**config.mk**
```make
export PLATFORM = sky130hd
export DESIGN_NAME = fws_host
export DESIGN_NICKNAME = d
export VERILOG_FILES = /design/src/fws_pkg.sv /design/src/fws_host.sv
export VERILOG_INCLUDE_DIRS = /design/src
export SDC_FILE = /design/constraint.sdc
export NUM_CORES = 1
export LEC_CHECK = 0
export ABC_AREA = 1
export BUFFER_PORTS_ARGS = -buffer_cell sky130_fd_sc_hd__buf_2
export CAP_MARGIN = 20
export CORE_UTILIZATION = 45
export DETAILED_ROUTE_END_ITERATION = 10
export PLACE_DENSITY = 0.74
export SYNTH_ARGS = -nofsm -noshare
export SYNTH_HDL_FRONTEND = slang
export SYNTH_SLANG_ARGS = --single-unit
```
**constraint.sdc**
```tcl
create_clock -name i_clk_sys -period 2.3 [get_ports i_clk_sys]
set_input_delay 0.345 -clock i_clk_sys [delete_from_list [all_inputs] [get_ports i_clk_sys]]
set_output_delay 0.345 -clock i_clk_sys [all_outputs]
set_load 0.05 [all_outputs]
```
**src/fws_regs.svh**
```systemverilog
// Register offsets, status bit positions, flash command bytes and timing counts
`ifndef FWS_REGS_SVH
`define FWS_REGS_SVH
// Register offsets (byte addresses on the software port)
`define OFS_CMD    8'h00
`define OFS_ADDR   8'h04
`define OFS_DATA   8'h08
`define OFS_STAT   8'h0c
`define OFS_CFG    8'h10
// Command codes written to the command register
`define CMD_READ    3'h1
`define CMD_WRITE   3'h2
`define CMD_POLL    3'h3
`define CMD_ADD     3'h4
`define CMD_CONFIRM 3'h5
`define CMD_ABORT   3'h6
// Status bit positions on the flash data bus
`define BIT_POLL   7
`define BIT_TB1    6
`define BIT_TLIM   5
`define BIT_WIN    3
`define BIT_TB2    2
// Flash command bytes
`define FL_RESET   8'hf0
`define FL_SECTOR  8'h30
// Timing: figures in ns or us, cycle counts derived from the clock period
`define CLK_NS     10
`define ACC_NS     70
`define ACC_CYC    ((`ACC_NS + `CLK_NS - 1) / `CLK_NS)
`define SYNC_CYC   2
`define END_CYC    (`ACC_CYC + `SYNC_CYC)
`define WE_NS      35
`define WE_CYC     ((`WE_NS + `CLK_NS - 1) / `CLK_NS)
`define GAP_US     50
`define GAP_CYC    (`GAP_US * 1000 / `CLK_NS)
`endif

```
**src/fws_pkg.sv**
```systemverilog
// Types shared by the flash status polling host
package fws_pkg;
  // Pins driven toward the flash
  typedef struct packed {
    logic [19:0] addr;
    logic [7:0]  dq_o;
    logic        dq_oe;
    logic        ce_n;
    logic        oe_n;
    logic        we_n;
  } flash_out_t;
  // One software register request
  typedef struct packed {
    logic [7:0]  addr;
    logic [31:0] wdata;
    logic        wr;
    logic        rd;
  } reg_req_t;
  // Sequencer states
  typedef enum logic [3:0] {
    ST_IDLE, ST_RD, ST_WR, ST_P_A, ST_P_B, ST_P_C, ST_RST,
    ST_PRE, ST_ADD, ST_POST, ST_CF_A, ST_CF_B, ST_CF_W
  } state_t;
endpackage

```
**src/fws_host.sv**
```systemverilog
// Host sequencer that polls write-operation status of a parallel NOR flash
//
// Our own choices: the register offsets and the plain strobed port.
`timescale 1ns/1ps
`include "fws_regs.svh"
module fws_host
  import fws_pkg::*;
#(
  parameter int unsigned GAP_CYCLES = `GAP_CYC  // 50 us spacing window in cycles
) (
  input  logic        i_clk_sys,
  input  logic        i_rst_n,
  input  reg_req_t    i_req,
  output logic [31:0] o_rdata,
  input  logic [7:0]  i_dq,
  input  logic        i_ready_busy,
  output flash_out_t  o_flash,
  output logic        o_busy
);

  ////////////////////////////////////////////////////////////////////////////
  // Declarations
  state_t      state;        // Sequencer state
  logic [19:0] addr;         // Target or status address
  logic [7:0]  wdata;        // Data for a raw write
  logic        skip_cfg;     // Allow skipping window checks
  logic [7:0]  dq_s1;        // Data bus first sync stage
  logic [7:0]  dq_s2;        // Data bus second sync stage
  logic        rb_s1;        // Ready/busy first sync stage
  logic        rb_s2;        // Ready/busy second sync stage
  logic        bus_act;      // Bus cycle in progress
  logic        bus_done;     // Bus cycle finished, one cycle
  logic [3:0]  bus_cnt;      // Cycle count within a bus cycle
  logic [7:0]  rd_data;      // Last byte read from the flash
  logic [7:0]  prev_data;    // Byte of the previous status read
  logic        done;         // Command finished
  logic        fail;         // Operation failed, reset written
  logic        rejected;     // Add refused, window already closed
  logic        maybe_rej;    // Window closed after the add
  logic        no_accept;    // Erase sequence not seen running
  logic        abort_req;    // Stop polling at next decision
  logic        check_post;   // Read window flag after the add
  logic [12:0] gap_cnt;      // Cycles since last sector add
  logic        cmd_wr;       // Command register written
  logic [2:0]  cmd;          // Command code on the write
  logic        toggled;      // First toggle bit changed
  logic        skip_ok;      // Window check may be skipped
  logic        go;           // Start a bus cycle
  logic        wr_op;        // Current state performs a write

  assign cmd_wr  = i_req.wr && (i_req.addr == `OFS_CMD);
  assign cmd     = i_req.wdata[2:0];
  assign toggled = rd_data[`BIT_TB1] != prev_data[`BIT_TB1];
  assign skip_ok = skip_cfg && (gap_cnt < 13'(GAP_CYCLES));
  assign go      = (state != ST_IDLE) && !bus_act && !bus_done;
  assign wr_op   = state inside {ST_WR, ST_RST, ST_ADD};
  assign o_busy  = state != ST_IDLE;

  ////////////////////////////////////////////////////////////////////////////
  // Pin input synchronisers
  always_ff @(posedge i_clk_sys) begin
    if (!i_rst_n) begin
      dq_s1 <= 8'h00;
      dq_s2 <= 8'h00;
      rb_s1 <= 1'b0;
      rb_s2 <= 1'b0;
    end else begin
      dq_s1 <= i_dq;
      dq_s2 <= dq_s1;
      rb_s1 <= i_ready_busy;
      rb_s2 <= rb_s1;
    end
  end

  ////////////////////////////////////////////////////////////////////////////
  // Software register writes, held while a command runs
  always_ff @(posedge i_clk_sys) begin
    if (!i_rst_n) begin
      addr     <= 20'h00000;
      wdata    <= 8'h00;
      skip_cfg <= 1'b0;
    end else if (i_req.wr && state == ST_IDLE) begin
      // Decode the written register
      case (i_req.addr)
        `OFS_ADDR: addr <= i_req.wdata[19:0];
        `OFS_DATA: wdata <= i_req.wdata[7:0];
        `OFS_CFG:  skip_cfg <= i_req.wdata[0];
        default: ;
      endcase
    end
  end

  ////////////////////////////////////////////////////////////////////////////
  // Software register reads, data in the following cycle only
  always_ff @(posedge i_clk_sys) begin
    if (!i_rst_n) begin
      o_rdata <= 32'h00000000;
    end else if (i_req.rd) begin
      case (i_req.addr)
        `OFS_ADDR: o_rdata <= {12'h000, addr};
        `OFS_DATA: o_rdata <= {24'h000000, wdata};
        `OFS_STAT: o_rdata <= {16'h0000, rd_data, 1'b0, rb_s2, no_accept, maybe_rej, rejected, fail, done, o_busy};
        `OFS_CFG:  o_rdata <= {31'h00000000, skip_cfg};
        default:   o_rdata <= 32'h00000000;  // Unmapped reads give zero
      endcase
    end else begin
      o_rdata <= 32'h00000000;
    end
  end

  ////////////////////////////////////////////////////////////////////////////
  // Flash bus cycle engine; chip enable rises between cycles so each read toggles
  always_ff @(posedge i_clk_sys) begin
    if (!i_rst_n) begin
      bus_act       <= 1'b0;
      bus_done      <= 1'b0;
      bus_cnt       <= 4'h0;
      rd_data       <= 8'h00;
      o_flash.addr  <= 20'h00000;
      o_flash.dq_o  <= 8'h00;
      o_flash.dq_oe <= 1'b0;
      o_flash.ce_n  <= 1'b1;
      o_flash.oe_n  <= 1'b1;
      o_flash.we_n  <= 1'b1;
    end else begin
      bus_done <= 1'b0;
      if (go) begin
        // Open a cycle at the held address
        bus_act       <= 1'b1;
        bus_cnt       <= 4'h0;
        o_flash.addr  <= addr;
        o_flash.dq_o  <= (state == ST_WR) ? wdata : (state == ST_RST) ? `FL_RESET : `FL_SECTOR;
        o_flash.dq_oe <= wr_op;
        o_flash.ce_n  <= 1'b0;
        o_flash.oe_n  <= wr_op;
        o_flash.we_n  <= !wr_op;
      end else if (bus_act) begin
        bus_cnt <= bus_cnt + 4'h1;
        // End the write pulse, data held until the cycle closes
        if (bus_cnt == 4'(`WE_CYC)) begin
          o_flash.we_n <= 1'b1;
        end
        // Close the cycle, sample read data past the synchroniser
        if (bus_cnt == 4'(`END_CYC)) begin
          bus_act       <= 1'b0;
          bus_done      <= 1'b1;
          o_flash.ce_n  <= 1'b1;
          o_flash.oe_n  <= 1'b1;
          o_flash.we_n  <= 1'b1;
          o_flash.dq_oe <= 1'b0;
          if (!o_flash.oe_n) begin
            rd_data <= dq_s2;
          end
        end
      end
    end
  end

  ////////////////////////////////////////////////////////////////////////////
  // Time since the last sector add, saturating
  always_ff @(posedge i_clk_sys) begin
    if (!i_rst_n) begin
      gap_cnt <= 13'h1fff;
    end else if (state == ST_ADD && bus_done) begin
      gap_cnt <= 13'h0000;
    end else if (gap_cnt != 13'h1fff) begin
      gap_cnt <= gap_cnt + 13'h0001;
    end
  end

  ////////////////////////////////////////////////////////////////////////////
  // Command sequencer
  always_ff @(posedge i_clk_sys) begin
    if (!i_rst_n) begin
      state      <= ST_IDLE;
      prev_data  <= 8'h00;
      done       <= 1'b0;
      fail       <= 1'b0;
      rejected   <= 1'b0;
      maybe_rej  <= 1'b0;
      no_accept  <= 1'b0;
      abort_req  <= 1'b0;
      check_post <= 1'b0;
    end else begin
      // Abort only matters while polling
      if (cmd_wr && cmd == `CMD_ABORT && state != ST_IDLE) begin
        abort_req <= 1'b1;
      end
      case (state)
        ST_IDLE: begin
          if (cmd_wr) begin
            // Flags clear only here, so a set never meets a clear
            done      <= 1'b0;
            fail      <= 1'b0;
            rejected  <= 1'b0;
            maybe_rej <= 1'b0;
            no_accept <= 1'b0;
            abort_req <= 1'b0;
            case (cmd)
              `CMD_READ:    state <= ST_RD;
              `CMD_WRITE:   state <= ST_WR;
              `CMD_POLL:    state <= ST_P_A;
              `CMD_ADD: begin
                check_post <= !skip_ok;
                state      <= skip_ok ? ST_ADD : ST_PRE;
              end
              `CMD_CONFIRM: state <= ST_CF_A;
              default: ;
            endcase
          end
        end
        default: begin
          if (bus_done) begin
            prev_data <= rd_data;
            case (state)
              // First read only notes the toggle bit
              ST_P_A: state <= ST_P_B;
              ST_P_B: begin
                if (!toggled) begin
                  state <= ST_IDLE;
                  done  <= 1'b1;
                end else if (rd_data[`BIT_TLIM]) begin
                  state <= ST_P_C;
                end else if (abort_req) begin
                  state <= ST_IDLE;
                end
              end
              // Recheck after the limit flag rose
              ST_P_C: begin
                if (toggled) begin
                  fail  <= 1'b1;
                  state <= ST_RST;
                end else begin
                  state <= ST_IDLE;
                  done  <= 1'b1;
                end
              end
              // Window check before the add
              ST_PRE: begin
                if (rd_data[`BIT_WIN]) begin
                  rejected <= 1'b1;
                  done     <= 1'b1;
                  state    <= ST_IDLE;
                end else begin
                  state <= ST_ADD;
                end
              end
              ST_ADD: begin
                if (check_post) begin
                  state <= ST_POST;
                end else begin
                  done  <= 1'b1;
                  state <= ST_IDLE;
                end
              end
              // Window check after the add
              ST_POST: begin
                maybe_rej <= rd_data[`BIT_WIN];
                done      <= 1'b1;
                state     <= ST_IDLE;
              end
              ST_CF_A: state <= ST_CF_B;
              ST_CF_B: begin
                if (toggled) begin
                  state <= ST_CF_W;
                end else begin
                  no_accept <= 1'b1;
                  done      <= 1'b1;
                  state     <= ST_IDLE;
                end
              end
              // Single read, single write, reset write, window read
              default: begin
                done  <= 1'b1;
                state <= ST_IDLE;
              end
            endcase
          end
        end
      endcase
    end
  end
endmodule

```
### After elaboration in Yosys (flattened, before gate mapping)

Index checks and enable logic that the tools add are counted.

* add/sub/neg operators: 2
* order comparisons: 1
* equal/unequal tests: 32
* mux-type cells: 49
* bitwise logic cells: 5
* reduce and logical (&&, ||, !) cells: 46

Operators with widths (number)
* $pmux W20 S4: 1
* $mux W4: 13
* $pmux W4 S7: 1
* $mux W1: 27
* $mux W13: 2
* $eq A4 B3 Y1 const B: 5
* $eq A4 B4 Y1 const B: 5
* $pmux W4 S5: 1
* $reduce_and A4 Y1: 5
* $reduce_bool A2 Y1: 10
* $eq A8 B4 Y1 const B: 2
* $mux W8: 2
* $reduce_and A2 Y1: 7
* $add A13 B1 Y13 const B: 1
* $lt A13 B13 Y1 const B: 1
* $ne A13 B13 Y1 const B: 1
* $eq A3 B3 Y1 const B: 3
* $eq A4 B2 Y1 const B: 2
* $eq A8 B3 Y1 const B: 1
* $eq A8 B5 Y1 const B: 1
* $logic_and A1 B1 Y1: 8
* $logic_not A8 Y1: 1
* $eq A3 B2 Y1 const B: 2
* $ne A3 B2 Y1 const B: 2
* 19 further kinds: 31

* flip-flop bits (word level): 156
* output and inout bits: 65
* logic and storage cells: 163

### Longest topological paths before layout

* word-level depth: 7
* gate-level depth with buffers: 10

### Worst setup path before layout

OpenSTA, ideal clock, no wires.

* path type: reg-to-reg
* start point: register bus_cnt[1]
* end point: register rd_data[7]
* setup time: 119 ps
* data arrival time: 1347 ps
* required time: 2181 ps
* setup slack: 834 ps
* stages on the path, launching flop included: 9
* buffers on the path: 2
* clock period less this slack: 1466 ps
* cell sequence: dfxtp_1 inv_1 ha_1 nand4_2 or2_1 clkbuf_1 buf_2 o21ai_0 a21oi_1

* cells in the longest elaborated chain, start to end: 2

Ends and longest elaborated chain
* from (decl): line fws_host.sv:33 `logic [3:0] bus_cnt;`
* from (signal assigned): line fws_host.sv:138 `bus_cnt <= bus_cnt + 4'h1;`
* $eq A4 B4 Y1: line fws_host.sv:144 `` if (bus_cnt == 4'(`END_CYC)) begin ``
* $reduce_and A4 Y1 (no line)
* to (signal assigned): line fws_host.sv:152 `rd_data <= dq_s2;`
* to (decl): line fws_host.sv:34 `logic [7:0] rd_data;`

No other way between the ends.
A chain may end at the register's enable or synchronous reset.

### Worst setup path after layout

* start point: register state[2]
* end point: output o_busy

* cells in the longest elaborated chain, start to end: 1

Ends and longest elaborated chain
* from (decl): line fws_host.sv:23 `state_t state;`
* from (signal assigned): line fws_host.sv:205 `state <= skip_ok ? ST_ADD : ST_PRE;`
* $reduce_bool A4 Y1: line fws_host.sv:57 `assign o_busy = state != ST_IDLE;`
* to (decl): line fws_host.sv:18 `output logic o_busy`

No other way between the ends.

==> Implementation_results.wiki <==
{| class="wikitable"
! Metric !! Value
|-
| Status || finished, final reports clean
|-
| TritonCTS clock tree || built
|-
| Cell type with the highest aggregate area in the netlist || dfxtp_1
|-
| Initial antenna violation count || 0
|-
| Reg2reg setup slack || 0.62 ns
|-
| RSZ-0062 raised after global routing || false
|-
| Worst-case hold slack || 0.116 ns
|-
| Crit path max-delay family || flip-flops
|-
| Worst Hold Endpoint || dq_s1[6]
|-
| DIE HEIGHT || 116 um
|-
| Root Driver || clkbuf_16
|-
| Setup TNS || 0 ns
|-
| Hold violation total from the final report || 0
|-
| DRT Pass-1 Iters || 7
|-
| Routed WL per cell || 12.1 um
|-
| Count of nets after finishing || 893
|-
| Seq/Total Area, Yosys || 47.3%
|-
| Worst flop-to-flop path endpoint || o_flash[15]
|-
| Count of buffer and inverter cells on the critical path || 1
|-
| Power share of the sequential group || 41.6%
|-
| Netlist Area Pre-Place || 0.00584 mm^2
|-
| Leakage power of the design || 3.31 nW
|-
| Ratio of cells with drive above 1 in the final layout || 20.5%
|-
| Switching part of the total || 26.2%
|-
| Actual transition at the worst max-transition pin || 0.538 ns
|-
| Site Rows || 41
|-
| Post-Layout Inst Area || 0.00695 mm^2
|-
| Number of hold buffers added after cts || 0
|-
| Core Region || 0.0126 mm^2
|-
| Mapped Cells || 743
|-
| Total number of H-tree levels || 4
|-
| Largest buffer count on any clock path || 2
|-
| Pin count of the biggest net entering global routing || 33
|-
| Share of total power in combinational logic || 14.0%
|-
| Achievable Freq || 574 MHz
|-
| Count of antenna-violating nets left after detailed routing || 0
|-
| Max-Cap Viols || 0
|-
| Tmin final || 1.74 ns
|-
| Yosys top cell area share || 47.3%
|-
| Growth of design area from synthesis to finish || 19.1%
|-
| Clock sink count || 138
|-
| Via count of the first global-routing pass || 4467
|-
| Number of pins exceeding their max-slew limit in the final report || 0
|-
| Required time of the critical path || 1.96 ns
|-
| Worst reg2reg path startpoint || state[2]
|-
| Total vias in the final route || 4878
|-
| Detailed-route DRC error count || 0
|-
| Total routing usage reported by global routing || 19.6%
|-
| Least setup slack across all paths after layout || 0.558 ns
|-
| Top area cells in the synthesized netlist || dfxtp_1 47%, nand2_1 8.3%, inv_1 6.8%
|-
| Overflow left after global routing || 0
|-
| Resized cells post-CTS || 0
|-
| IO Port Bufs || 93
|-
| Num ports || 118
|-
| Worst Setup End Kind || output port
|-
| RePlAce Congestion || 0.900
|-
| Worst rel slew slack || 64.1%
|-
| Number of post-CTS setup repair buffers || 0
|-
| Cell depth of the worst hold path || 3
|-
| Number of cells in the design after placement || 988
|-
| Pre-CTS WS || 0.608 ns
|-
| DIE WIDTH || 116 um
|-
| CP Data Arrival Time || 1.40 ns
|-
| Switch Pwr || 0.00163 W
|-
| Clock latency at the later pin of the worst-skew pair || 0.41 ns
|-
| Share of flip-flops with an asynchronous set or reset || 0%
|-
| Starting density of the core || 46.2%
|-
| Cell-by-cell listing of the critical path || nor2_2 > nand3_4 > buf_2
|-
| Internal power || 0.00462 W
|-
| Worst Clk Skew || 0.00612 ns
|-
| Count of flip-flops with a built-in enable after synthesis || 0
|-
| Cts bufs inserted || 17
|-
| Via density || 4.78
|-
| Clock-pin slew on the worst setup and hold paths || 0.06 ns
|-
| Final period util || 75.7%
|-
| Final-layout fill cell count || 1170
|-
| Synth cell types || 47
|-
| Type of origin of the critical path || register
|-
| Reg2reg path depth || 7
|-
| Post-place instance area || 0.00634 mm^2
|-
| Total number of yosys warnings || 0
|-
| Global-route wire length before repair || 20500 um
|-
| Delay of the slowest critical-path stage || 0.38 ns
|-
| Worst hold path class || in2reg
|-
| Worst Hold Launch || i_dq[6]
|-
| Flip-flop and latch count after synthesis || 138
|-
| Proportion of power drawn by the clock network || 44.4%
|-
| Main synth FF type || dfxtp_1
|-
| Biggest fanout along the worst timing path || 6
|-
| Initial DRC count || 396
|-
| CP max stage cell || dfxtp_1
|-
| Final Routed Wirelength || 12400 um
|-
| Setup CP Type || reg2out
|-
| Die footprint || 0.0134 mm^2
|-
| Pwr/cell area || 899 mW/mm^2
|-
| Setup Viol. Count Final || 0
|-
| Peak VDD IR || 454 uV
|-
| Avg Synthesized Cell Area || 7.85 um^2
|-
| Count of placed standard cells in the final layout, fillers left out || 1020
|-
| Half-perimeter wire length of the detailed placement result || 8960 um
|}
==> metrics by stage <==
step	utilization (%)	total power (W)
global route	55.1	0.00655
CTS	55.1	0.00630
finish	55.1	0.00625
global placement	50.2	0.00350
floorplan	-	0.00334
detailed placement	50.2	0.00351
==> registers in the layout (all words and copies together) (netlist names), 4 cells and up <==
name	cells
state	4
o_rdata	20
addr	20
gap_cnt	13
dq_s1	8
wdata	8
dq_s2	8
rd_data	8
bus_cnt	4
o_flash	32
==> cell usage in the layout, fill, tap and decap left out, drive strengths merged, types with 3 or more instances in the layout <==
cell	instances
o211ai	7
inv	113
buf	99
ha	5
conb	12
clkinv	5
nand4	7
nand2	135
a211oi	8
xor2	4
nand3	42
o21ai	67
dfxtp	138
clkbuf	21
nor3	20
o22ai	10
xnor2	3
bufinv	3
a21oi	36
nor2	99
a22o	3
==> worst reg2reg max path: cells and delay by family, from the launching register on <==
family | cells | cell delay [ns]
compound gates | 1 | 0.11
buf+inv | 1 | 0.37
flops | 1 | 0.38
simple gates | 5 | 0.77
==> how the worst max path moves through the flow <==
stage | from | end | slack, ns | cells after the start
2_1_floorplan | bus_cnt[1] | rd_data[7] | 0.83 | 8
3_3_place_gp | i_req[40] | addr[5] | 0.64 | 8
3_5_place_dp | i_req[35] | addr[0] | 0.61 | 8
4_1_cts | state[2] | o_busy | 0.52 | 3
5_1_grt | state[2] | o_flash[15] | 0.43 | 7
6_report | state[2] | o_busy | 0.56 | 3
==> power groups by stage <==
stage | registers (W) | logic, W | clock network (W)
6_report | 0.00260 | 0.000873 | 0.00278
5_1_grt | 0.00262 | 0.000994 | 0.00294
4_1_cts | 0.00260 | 0.000875 | 0.00283
3_5_place_dp | 0.00265 | 0.000867 | 0
3_3_place_gp | 0.00264 | 0.000853 | 0
2_1_floorplan | 0.00263 | 0.000715 | 0
==> logic make-up after synthesis <==
logic type / share of synthesized area (%)
AO/OA/AOI/OAI: 13.9
XOR/XNOR: 1.05
adder cells (fa/ha/maj): 1.07
buffers and inverters: 11.9
flip-flops: 47.3
other: 0.0643
AND/OR/NAND/NOR: 24.7
==> Yosys cell counts, types with 8 or more instances <==
master,number
nand3_1,37
nor2_1,88
o22ai_1,10
o21ai_1,8
nor3_1,20
o21ai_2,10
buf_4,14
o21ai_0,49
inv_1,105
nand2_1,129
a21oi_1,36
buf_2,8
dfxtp_1,138
==> layout make-up <==
| type | instances | area, um^2 | share of cell area (%) |
|---|---|---|---|
| Inverter | 113 | 430 | 6.19 |
| Sequential cell | 138 | 2760 | 39.7 |
| Clock inverter | 10 | 141 | 2.03 |
| Timing Repair Buffer | 99 | 510 | 7.34 |
| Clock buffer | 21 | 470 | 6.77 |
| Antenna cell | 1 | 2.50 | 0.0360 |
| Tap cell | 172 | 215 | 3.10 |
| Multi-Input combinational cell | 466 | 2420 | 34.8 |
==> per-layer routing <==
layer / GRT usage [%] / wire length [um]
met5: 0 / 0
met4: 7.18 / 166
met1: 23.6 / 5710
met3: 5.39 / 750
met2: 33.4 / 5740
No activity file was read; power rests on OpenSTA's default activity.
